File: config.mk
export PLATFORM = sky130hd
export DESIGN_NAME = clio_line_io
export DESIGN_NICKNAME = d
export VERILOG_FILES = /design/src/clio_pkg.sv /design/src/clio_line_filter.sv /design/src/clio_line_io.sv
export SDC_FILE = /design/constraint.sdc
export NUM_CORES = 1
export LEC_CHECK = 0
export ABC_AREA = 1
export BUFFER_PORTS_ARGS = -buffer_cell sky130_fd_sc_hd__buf_2
export CAP_MARGIN = 20
export CORE_MARGIN = 2
export CORE_UTILIZATION = 63
export DETAILED_ROUTE_END_ITERATION = 7
export PLACE_DENSITY = 0.82
export SKIP_LAST_GASP = 1
export SLEW_MARGIN = 25
export SYNTH_ARGS = -nofsm -noshare
export SYNTH_HDL_FRONTEND = slang
export SYNTH_SLANG_ARGS = --single-unit
File: constraint.sdc
create_clock -name pclk -period 3.59 [get_ports pclk]
set_input_delay 0.1795 -clock pclk [delete_from_list [all_inputs] [get_ports pclk]]
set_output_delay 0.1795 -clock pclk [all_outputs]
set_load 0.02 [all_outputs]
File: src/clio_pkg.sv
// Package: register map, field layouts, reset values and timing constants
`default_nettype none
package clio_pkg;
    localparam int CLIO_LINES = 4;
    localparam int CLIO_SOFT_OUTS = 4;

    // Register byte offsets
    localparam logic [7:0] CLIO_LINE_CHOICE_OFF = 8'h00;
    localparam logic [7:0] CLIO_LINE_CFG_OFF = 8'h04;
    localparam logic [7:0] CLIO_FILTER_CHOICE_OFF = 8'h08;
    localparam logic [7:0] CLIO_FILTER_SPAN_OFF = 8'h0C;
    localparam logic [7:0] CLIO_LINE_STATUS_OFF = 8'h10;
    localparam logic [7:0] CLIO_ALL_LEVELS_OFF = 8'h14;
    localparam logic [7:0] CLIO_SOFT_CHOICE_OFF = 8'h18;
    localparam logic [7:0] CLIO_SOFT_LEVEL_OFF = 8'h1C;
    localparam logic [7:0] CLIO_SOFT_ALL_OFF = 8'h20;

    // Line configuration word fields
    localparam int CLIO_CFG_DIR_BIT = 0;
    localparam int CLIO_CFG_FLIP_BIT = 1;
    localparam int CLIO_CFG_AUX_BIT = 2;
    localparam int CLIO_CFG_SRC_LSB = 4;
    localparam int CLIO_SRC_W = 4;
    // Line status word fields
    localparam int CLIO_STAT_LEVEL_BIT = 0;
    localparam int CLIO_STAT_KIND_LSB = 4;

    localparam int CLIO_SPAN_W = 16;
    localparam logic [CLIO_SPAN_W-1:0] CLIO_SPAN_RESET = 16'h0000;

    // Timebase: one tick per microsecond
    localparam int CLIO_CLK_MHZ = 250;
    localparam int CLIO_TICK_US = 1;
    localparam int CLIO_TICK_CYCLES = CLIO_TICK_US * CLIO_CLK_MHZ;
    localparam int CLIO_TICK_W = 8;

    typedef enum logic [3:0] {
        CLIO_SRC_OFF = 4'h0,
        CLIO_SRC_LINE0 = 4'h1,
        CLIO_SRC_LINE1 = 4'h2,
        CLIO_SRC_LINE2 = 4'h3,
        CLIO_SRC_LINE3 = 4'h4,
        CLIO_SRC_SOFT0 = 4'h5,
        CLIO_SRC_SOFT1 = 4'h6,
        CLIO_SRC_SOFT2 = 4'h7,
        CLIO_SRC_SOFT3 = 4'h8,
        CLIO_SRC_CNT0 = 4'h9,
        CLIO_SRC_CNT1 = 4'hA,
        CLIO_SRC_LOGIC0 = 4'hB,
        CLIO_SRC_LOGIC1 = 4'hC,
        CLIO_SRC_EXPOSE = 4'hD,
        CLIO_SRC_TRIGWAIT = 4'hE,
        CLIO_SRC_PPS = 4'hF
    } clio_src_t;
    // The four-bit source code is full, so serial port 0 is picked by a
    // separate bit of the line configuration word that overrides the code
    localparam int CLIO_CFG_SERIAL_BIT = 8;

    typedef enum logic [1:0] {
        CLIO_KIND_TRISTATE = 2'h0,
        CLIO_KIND_OPTO = 2'h1,
        CLIO_KIND_OPENDRAIN = 2'h2
    } clio_kind_t;

    localparam logic CLIO_DIR_INPUT = 1'b0;
    localparam logic CLIO_DIR_OUTPUT = 1'b1;
endpackage
`default_nettype wire

File: src/clio_line_filter.sv
// One line's input path: glitch filter followed by bounce filter
`default_nettype none
module clio_line_filter
    import clio_pkg::*;
#(
    parameter int SPAN_W = CLIO_SPAN_W
) (
    input wire logic pclk,
    input wire logic presetn,
    input wire logic tick,
    input wire logic raw_in,
    input wire logic [SPAN_W-1:0] glitch_span,
    input wire logic [SPAN_W-1:0] bounce_span,
    output logic filt_out
);
    logic glitch_q;
    logic [SPAN_W-1:0] gcnt_q;
    logic bounce_q;
    logic [SPAN_W-1:0] bcnt_q;

    // Glitch stage: level must hold a full span before acceptance
    always_ff @(posedge pclk or negedge presetn) begin
        if (!presetn) begin
            glitch_q <= 1'b0;
            gcnt_q <= '0;
        end else if (raw_in == glitch_q) begin
            gcnt_q <= '0;
        end else if (glitch_span == '0) begin
            glitch_q <= raw_in;
        end else if (tick) begin
            if (gcnt_q + 1'b1 >= glitch_span) begin
                glitch_q <= raw_in;
                gcnt_q <= '0;
            end else begin
                gcnt_q <= gcnt_q + 1'b1;
            end
        end
    end

    // Bounce stage: first edge passes, later changes locked out for span
    always_ff @(posedge pclk or negedge presetn) begin
        if (!presetn) begin
            bounce_q <= 1'b0;
            bcnt_q <= '0;
        end else if (bcnt_q != '0) begin
            if (tick) begin
                bcnt_q <= bcnt_q - 1'b1;
            end
        end else if (glitch_q != bounce_q) begin
            bounce_q <= glitch_q;
            bcnt_q <= bounce_span;
        end
    end

    assign filt_out = bounce_q;
endmodule
`default_nettype wire

File: src/clio_line_io.sv
// Camera line I/O block: four configurable lines behind an APB slave
//
// Implementation choices: the register offsets and register access over APB.
`default_nettype none
module clio_line_io
    import clio_pkg::*;
#(
    parameter int NLINES = CLIO_LINES,
    parameter int SPAN_W = CLIO_SPAN_W
) (
    input wire logic pclk,
    input wire logic presetn,
    input wire logic psel,
    input wire logic penable,
    input wire logic pwrite,
    input wire logic [7:0] paddr,
    input wire logic [31:0] pwdata,
    input wire logic [3:0] pstrb,
    output logic [31:0] prdata,
    output logic pready,
    output logic pslverr,
    input wire logic [NLINES-1:0] line_in,
    output logic [NLINES-1:0] line_out,
    output logic [NLINES-1:0] line_oe,
    output logic aux_rail_on,
    input wire logic [1:0] counter_active,
    input wire logic [1:0] logic_block_out,
    input wire logic sensor_exposing_flag,
    input wire logic frame_trigger_pending,
    input wire logic pps_signal,
    input wire logic serial_tx
);
    ////////////////////////////////////////////////////////////////////////
    // Fixed per-line capabilities
    // Bit n set: line n has the capability; masks clamp software writes
    localparam logic [3:0] CAN_IN = 4'hD;
    localparam logic [3:0] CAN_OUT = 4'h6;
    localparam logic [3:0] HAS_AUX = 4'h4;

    // Circuit kind is fixed by how each line is wired on the board
    function automatic clio_kind_t kind_of(input logic [1:0] idx);
        clio_kind_t k;
        k = CLIO_KIND_TRISTATE;
        if (idx == 2'h0 || idx == 2'h1) begin
            k = CLIO_KIND_OPTO;
        end else if (idx == 2'h2) begin
            k = CLIO_KIND_OPENDRAIN;
        end
        return k;
    endfunction

    ////////////////////////////////////////////////////////////////////////
    // Registers
    logic [1:0] line_choice_q;
    logic input_filter_choice_q;
    logic [1:0] soft_output_choice_q;
    logic [NLINES-1:0] dir_q;
    logic [NLINES-1:0] flip_q;
    logic [NLINES-1:0] aux_q;
    logic [NLINES-1:0] ser_q;
    logic [CLIO_SRC_W-1:0] src_q [NLINES];
    logic [SPAN_W-1:0] gspan_q [NLINES];
    logic [SPAN_W-1:0] bspan_q [NLINES];
    logic [CLIO_SOFT_OUTS-1:0] soft_q;

    logic [NLINES-1:0] sync1_q;
    logic [NLINES-1:0] sync2_q;
    logic [NLINES-1:0] filt;
    logic [NLINES-1:0] level;
    logic [NLINES-1:0] drive_d;
    logic [CLIO_TICK_W-1:0] tick_cnt_q;
    logic tick_q;

    logic wr_en;
    logic rd_en;
    logic hit;
    logic [31:0] rdata_d;

    // Writes land only at the edge that completes the transfer, so no
    // register changes while the master still holds the access
    assign wr_en = psel && penable && pwrite && pready;
    assign rd_en = psel && penable && !pwrite;

    ////////////////////////////////////////////////////////////////////////
    // One-microsecond timebase
    // Spans are whole ticks and the tick phase is free running, so a
    // filter span is only accurate to one tick
    always_ff @(posedge pclk or negedge presetn) begin
        if (!presetn) begin
            tick_cnt_q <= '0;
            tick_q <= 1'b0;
        end else if (tick_cnt_q == CLIO_TICK_W'(CLIO_TICK_CYCLES - 1)) begin
            tick_cnt_q <= '0;
            tick_q <= 1'b1;
        end else begin
            tick_cnt_q <= tick_cnt_q + 1'b1;
            tick_q <= 1'b0;
        end
    end

    // Pins come from outside the clock domain
    // Two flops before the filters cost two cycles of input latency
    always_ff @(posedge pclk or negedge presetn) begin
        if (!presetn) begin
            sync1_q <= '0;
            sync2_q <= '0;
        end else begin
            sync1_q <= line_in;
            sync2_q <= sync1_q;
        end
    end

    ////////////////////////////////////////////////////////////////////////
    // Per-line input path and level
    genvar g;
    generate
        for (g = 0; g < NLINES; g++) begin : g_line
            clio_line_filter #(.SPAN_W(SPAN_W)) u_filt (
                .pclk(pclk),
                .presetn(presetn),
                .tick(tick_q),
                .raw_in(sync2_q[g]),
                .glitch_span(gspan_q[g]),
                .bounce_span(bspan_q[g]),
                .filt_out(filt[g])
            );
            // Output lines report their driven level
            assign level[g] = (dir_q[g] == CLIO_DIR_OUTPUT) ?
                line_out[g] : (filt[g] ^ flip_q[g]);
        end
    endgenerate

    ////////////////////////////////////////////////////////////////////////
    // Output source selection
    always_comb begin
        for (int i = 0; i < NLINES; i++) begin
            logic s;
            s = 1'b0;
            unique case (clio_src_t'(src_q[i]))
                CLIO_SRC_OFF: s = 1'b0;
                CLIO_SRC_LINE0: s = filt[0] ^ flip_q[0];
                CLIO_SRC_LINE1: s = filt[1] ^ flip_q[1];
                CLIO_SRC_LINE2: s = filt[2] ^ flip_q[2];
                CLIO_SRC_LINE3: s = filt[3] ^ flip_q[3];
                CLIO_SRC_SOFT0: s = soft_q[0];
                CLIO_SRC_SOFT1: s = soft_q[1];
                CLIO_SRC_SOFT2: s = soft_q[2];
                CLIO_SRC_SOFT3: s = soft_q[3];
                CLIO_SRC_CNT0: s = counter_active[0];
                CLIO_SRC_CNT1: s = counter_active[1];
                CLIO_SRC_LOGIC0: s = logic_block_out[0];
                CLIO_SRC_LOGIC1: s = logic_block_out[1];
                CLIO_SRC_EXPOSE: s = sensor_exposing_flag;
                CLIO_SRC_TRIGWAIT: s = frame_trigger_pending;
                CLIO_SRC_PPS: s = pps_signal;
            endcase
            // Serial select wins over the four-bit code
            if (ser_q[i]) begin
                s = serial_tx;
            end
            drive_d[i] = s ^ flip_q[i];
        end
    end

    // Drive is registered so the pins never see source decode glitches
    always_ff @(posedge pclk or negedge presetn) begin
        if (!presetn) begin
            line_out <= '0;
            line_oe <= '0;
            aux_rail_on <= 1'b0;
        end else begin
            line_out <= drive_d & dir_q;
            line_oe <= dir_q & CAN_OUT;
            aux_rail_on <= |(aux_q & HAS_AUX);
        end
    end

    ////////////////////////////////////////////////////////////////////////
    // APB write side
    always_ff @(posedge pclk or negedge presetn) begin
        if (!presetn) begin
            line_choice_q <= 2'h0;
            input_filter_choice_q <= 1'b0;
            soft_output_choice_q <= 2'h0;
            soft_q <= '0;
            // Line1 can only drive, so it leaves reset as an output
            dir_q <= ~CAN_IN;
            flip_q <= '0;
            aux_q <= '0;
            ser_q <= '0;
            for (int i = 0; i < NLINES; i++) begin
                src_q[i] <= CLIO_SRC_OFF;
                gspan_q[i] <= CLIO_SPAN_RESET;
                bspan_q[i] <= CLIO_SPAN_RESET;
            end
        end else if (wr_en) begin
            unique case (paddr)
                CLIO_LINE_CHOICE_OFF:
                    if (pstrb[0]) line_choice_q <= pwdata[1:0];
                CLIO_LINE_CFG_OFF: if (pstrb[0]) begin
                    // Direction clamped to what the line's circuit allows
                    dir_q[line_choice_q] <=
                        (pwdata[CLIO_CFG_DIR_BIT] & CAN_OUT[line_choice_q])
                        | ~CAN_IN[line_choice_q];
                    flip_q[line_choice_q] <= pwdata[CLIO_CFG_FLIP_BIT];
                    aux_q[line_choice_q] <= pwdata[CLIO_CFG_AUX_BIT]
                        & HAS_AUX[line_choice_q];
                    src_q[line_choice_q] <=
                        pwdata[CLIO_CFG_SRC_LSB +: CLIO_SRC_W];
                    if (pstrb[1]) begin
                        ser_q[line_choice_q] <= pwdata[CLIO_CFG_SERIAL_BIT];
                    end
                end
                CLIO_FILTER_CHOICE_OFF:
                    if (pstrb[0]) input_filter_choice_q <= pwdata[0];
                // Both low strobes needed so a half-written span never runs
                CLIO_FILTER_SPAN_OFF: if (&pstrb[1:0]) begin
                    if (input_filter_choice_q) begin
                        bspan_q[line_choice_q] <= pwdata[SPAN_W-1:0];
                    end else begin
                        gspan_q[line_choice_q] <= pwdata[SPAN_W-1:0];
                    end
                end
                CLIO_SOFT_CHOICE_OFF:
                    if (pstrb[0]) soft_output_choice_q <= pwdata[1:0];
                CLIO_SOFT_LEVEL_OFF: if (pstrb[0]) begin
                    soft_q[soft_output_choice_q] <= pwdata[0];
                end
                CLIO_SOFT_ALL_OFF: if (pstrb[0]) begin
                    soft_q <= pwdata[CLIO_SOFT_OUTS-1:0];
                end
                default: ; // Read-only or unmapped: no effect
            endcase
        end
    end

    ////////////////////////////////////////////////////////////////////////
    // APB read side
    always_comb begin
        rdata_d = 32'h0000_0000;
        hit = 1'b1;
        unique case (paddr)
            CLIO_LINE_CHOICE_OFF: rdata_d[1:0] = line_choice_q;
            CLIO_LINE_CFG_OFF: begin
                rdata_d[CLIO_CFG_DIR_BIT] = dir_q[line_choice_q];
                rdata_d[CLIO_CFG_FLIP_BIT] = flip_q[line_choice_q];
                rdata_d[CLIO_CFG_AUX_BIT] = aux_q[line_choice_q];
                rdata_d[CLIO_CFG_SRC_LSB +: CLIO_SRC_W] = src_q[line_choice_q];
                rdata_d[CLIO_CFG_SERIAL_BIT] = ser_q[line_choice_q];
            end
            CLIO_FILTER_CHOICE_OFF: rdata_d[0] = input_filter_choice_q;
            CLIO_FILTER_SPAN_OFF: rdata_d[SPAN_W-1:0] =
                input_filter_choice_q ? bspan_q[line_choice_q]
                                      : gspan_q[line_choice_q];
            CLIO_LINE_STATUS_OFF: begin
                rdata_d[CLIO_STAT_LEVEL_BIT] = level[line_choice_q];
                rdata_d[CLIO_STAT_KIND_LSB +: 2] =
                    kind_of(line_choice_q);
            end
            CLIO_ALL_LEVELS_OFF: rdata_d[NLINES-1:0] = level;
            CLIO_SOFT_CHOICE_OFF: rdata_d[1:0] = soft_output_choice_q;
            CLIO_SOFT_LEVEL_OFF: rdata_d[0] = soft_q[soft_output_choice_q];
            CLIO_SOFT_ALL_OFF: rdata_d[CLIO_SOFT_OUTS-1:0] = soft_q;
            default: hit = 1'b0;
        endcase
    end

    // One wait state: answer registered, so pready rises in the second
    // access cycle; sampled levels are a snapshot only at that edge
    always_ff @(posedge pclk or negedge presetn) begin
        if (!presetn) begin
            pready <= 1'b0;
            pslverr <= 1'b0;
            prdata <= 32'h0000_0000;
        end else if (psel && penable && !pready) begin
            pready <= 1'b1;
            pslverr <= !hit;
            prdata <= rd_en ? rdata_d : 32'h0000_0000;
        end else begin
            pready <= 1'b0;
            pslverr <= 1'b0;
            prdata <= 32'h0000_0000;
        end
    end
endmodule
`default_nettype wire

==> results.yml <==
status:
  outcome: "completed"
critical_path:
  path_delay_family: "simple AND/OR/NAND/NOR gates"
  max_stage_delay_ns: 0.53
  cp-start-kind: "flop"
  crit_slowest_cell: "nor2_2"
  critical_path_required_ns: 4.03
  critPathBufInv: 1
  critPathMostFrequentCell: "nand3_1"
  cp.arrival_ns: 3.64
  path_class: "flop to flop"
  path_max_fanout: 16
  crit_chain: "nand3_1, nor3_2, nand3_1, nor2_1, xor2_1, ha_1, nand2_1, inv_1, nand3_1, a21oi_1, nor2_1, nand3_1, nor2_2, nand2_1, o21ai_0"
  end_kind: "flop"
final_layout:
  area_delta_synth_final_pct: 10.3
  post-route-cell-area_mm2: 0.0231
  fillers: 2633
  nNetsFinal: 3039
  diodes: 0
  final_layout_size_suffix_gt1_frac: 0.0725
  post-route-util: 0.709
  fin_cells: 3366
routing:
  drc: 0
  final_antenna_net_count: 0
  vias: 20000
  routed_via_density: 5.93
  detail_route.iter0.violations: 2288
  wl_per_cell_um: 17.7
  wl_um: 59500
  drt_pass1_iterations: 6
placed_design:
  gp_congestion: 0.999
  portBuffers: 67
  placed_area_mm2: 0.0216
  dp_hpwl_um: 42300
  dp_cells: 3278
floorplan:
  start_util: 0.643
  pin_count: 104
  die_area_mm2: 0.0348
  die_h_um: 186
  die_w_um: 186
  num_rows: 66
  core_area_mm2: 0.0326
global_routing:
  grt.busiest_layer: "met2"
  grt_usage: 0.340
  grt_pass1_vias: 18800
  use_met2: 0.545
  gr-usage-met1: 0.468
  antenna_found_initial: 0
  grt_use_met3: 0.0542
  grt_pass1_wl_um: 96400
  grt_max_degree: 118
  globalRouteOverflowTotal: 0
timing:
  min_period_ns: 3.20
  maxSlewViolCount: 0
  period_share: 0.891
  finalHoldViolCount: 0
  clock.fmax_mhz: 313
  grt_setup_unrepaired: "no"
  tightest_slew_ns: 0.945
  setup_viol: 0
  fin_skew_ns: 0.0231
  relSlewSlack: 0.370
  fin_tns_setup_ns: 0
clocking:
  htree_levels: 2
  clock_latency_ns: 0.54
  cts_made_buffers: 39
  cts-root-buf: "clkbuf_16"
  cts_sinks: 347
  cts_tree: "done"
  cts_setup_buffers: 0
  clock_tree.buffer_depth: 3
  clkTransAtPathRegs_ns: 0.06
logic_synthesis:
  synth_edf_count: 0
  ys_seq_elements: 347
  ys_seq_area_frac: 0.414
  ys_warn_count: 0
  async_flop_share: 1.00
  synth.avg_cell_area_um2: 7.39
  yosysUniqueCellTypes: 50
  syn_area_mm2: 0.0210
  synthCells: 2838
  yosys_most_used_dff: "dfrtp_1"
power_and_ir_drop:
  ir_worst_vdd_mv: 0.362
  p_comb_frac: 0.205
  internal-power_mw: 7.43
  swShare: 0.322
  p_leak_nw: 11.3
  p_seq_frac: 0.408
  p_sw_mw: 3.53
  p_per_area_mw_per_mm2: 474
  p_clk_frac: 0.387
flow_run:
  maxCapViolCount: 0
min_path:
  hold_path.class: "primary input to flop"
[synthesized netlist by cell type, drive strengths merged, types with 2 or more instances]
cell type	count	area, µm²
a21o	5	37.5
a21oi	113	566
a22o	2	17.5
a22oi	2	15.0
a31oi	15	93.8
and2	3	18.8
buf	55	367
clkbuf	54	203
clkinv	2	12.5
dfrtp	346	8660
ha	83	1040
inv	336	1260
nand2	713	2730
nand3	203	1030
nand3b	6	45.0
nand4	66	413
nor2	270	1090
nor3	30	203
nor3b	6	45.0
o211ai	31	238
o21ai	388	1950
o221ai	6	52.6
o22ai	9	56.3
o31ai	4	30.0
or2	3	18.8
xnor2	15	131
xor2	65	569
[through the flow]
step           hold slack, ns  setup slack [ns]  power [mW]
6_report               0.0801             0.391        11.0
3_5_place_dp            0.289             0.396        6.70
4_1_cts                0.0797             0.356        10.9
2_1_floorplan          -0.116              1.07        6.08
5_1_grt                0.0983            0.0392        11.5
3_3_place_gp            0.287             0.520        6.62
[cells in the final DEF (no fill, tap or decap), drive strengths merged]
master,n
a21o,5
a21oi,113
a22o,2
a22oi,2
a31oi,15
a32oi,1
and2,3
and3,1
buf,90
bufinv,5
clkbuf,52
clkinv,12
clkinvlp,3
conb,18
dfrtp,346
dfstp,1
dlygate4sd3,18
ha,83
inv,336
mux2,1
nand2,713
nand3,203
nand3b,6
nand4,66
nor2,270
nor3,30
nor3b,6
nor4,1
o211ai,31
o21a,1
o21ai,388
o221ai,6
o22ai,9
o31ai,4
or2,3
xnor2,15
xor2,65
[state kept, by name, summed over array words and instances, names as in the netlist, 4 cells and up]
name	flops
soft_q	4
aux_q	4
tick_cnt_q	8
prdata	16
line_out	4
g_line.u_filt.glitch_q	4
bspan_q	64
g_line.u_filt.gcnt_q	64
gspan_q	64
sync1_q	4
src_q	16
flip_q	4
g_line.u_filt.bcnt_q	64
ser_q	4
sync2_q	4
g_line.u_filt.filt_out	4
dir_q	4
[area by class of cell]
class	instances	area (µm²)	area share
multi-input combinational	2061	10500	0.454
sequential	347	8690	0.375
inverter	338	1270	0.0551
clock buffer	52	1140	0.0492
timing repair buffer	108	748	0.0323
tap	442	553	0.0239
clock inverter	18	226	0.00979
[logic make-up (layout without fill, tap and decap cells)]
kind of cell,count (synthesis),count (layout),share of synthesized area
XOR/XNOR,80,80,0.0334
AO/OA/AOI/OAI,577,577,0.146
buffers and inverters,447,516,0.0879
adder cells (fa/ha/maj),83,83,0.0495
multiplexers,1,1,0.000537
flip-flops,347,347,0.414
other,1,18,0.000179
AND/OR/NAND/NOR,1302,1302,0.268
[per-layer routing]
metal  up-vias  part of all wire
li1       9405                 -
met1      9433              0.41
met2       961              0.46
met3       160             0.093
met4         0             0.039
met5         -                 0
[worst reg2reg max path, cell delays in order, from the launching register on]
cell,delay (ns)
dfrtp_1,0.41
nand3_1,0.18
nor3_2,0.29
nand3_1,0.22
nor2_1,0.19
xor2_1,0.25
ha_1,0.29
nand2_1,0.09
inv_1,0.04
nand3_1,0.07
a21oi_1,0.06
nor2_1,0.15
nand3_1,0.11
nor2_2,0.53
nand2_1,0.12
o21ai_0,0.11
[path summary, 6_finish.rpt]
check	startpoint	end	slack [ns]	depth (start not counted)
worst max-delay path	g_line[3].u_filt.gcnt_q[0]	g_line[3].u_filt.gcnt_q[4]	0.39	15
worst min-delay path	pwdata[15]	gspan_q[15]	0.08	3
worst max register to register	g_line[3].u_filt.gcnt_q[0]	g_line[3].u_filt.gcnt_q[4]	0.39	15
worst min register to register	sync1_q[3]	sync2_q[3]	0.34	0
max in group asynchronous	presetn	g_line[3].u_filt.gcnt_q[9]	2.22	3
min in group asynchronous	presetn	g_line[3].u_filt.bcnt_q[5]	0.36	2
[power by group through the flow]
| stage | Clock, mW | Combinational [mW] | Sequential [mW] |
|---|---|---|---|
| floorplan | 0 | 1.65 | 4.43 |
| global placement | 0 | 2.10 | 4.52 |
| detailed placement | 0 | 2.17 | 4.52 |
| CTS | 4.27 | 2.21 | 4.46 |
| global route | 4.44 | 2.52 | 4.50 |
| finish | 4.25 | 2.25 | 4.47 |
[timing repair]
| item | in CTS | in global routing |
|---|---|---|
| gates resized for setup | 0 | 1 |
| endpoints found under the hold margin | 142 | 0 |
| setup endpoints to repair | 0 | 3 |
| hold buffers | 18 | 0 |
Note: power is estimated with default switching activity, not from simulation.
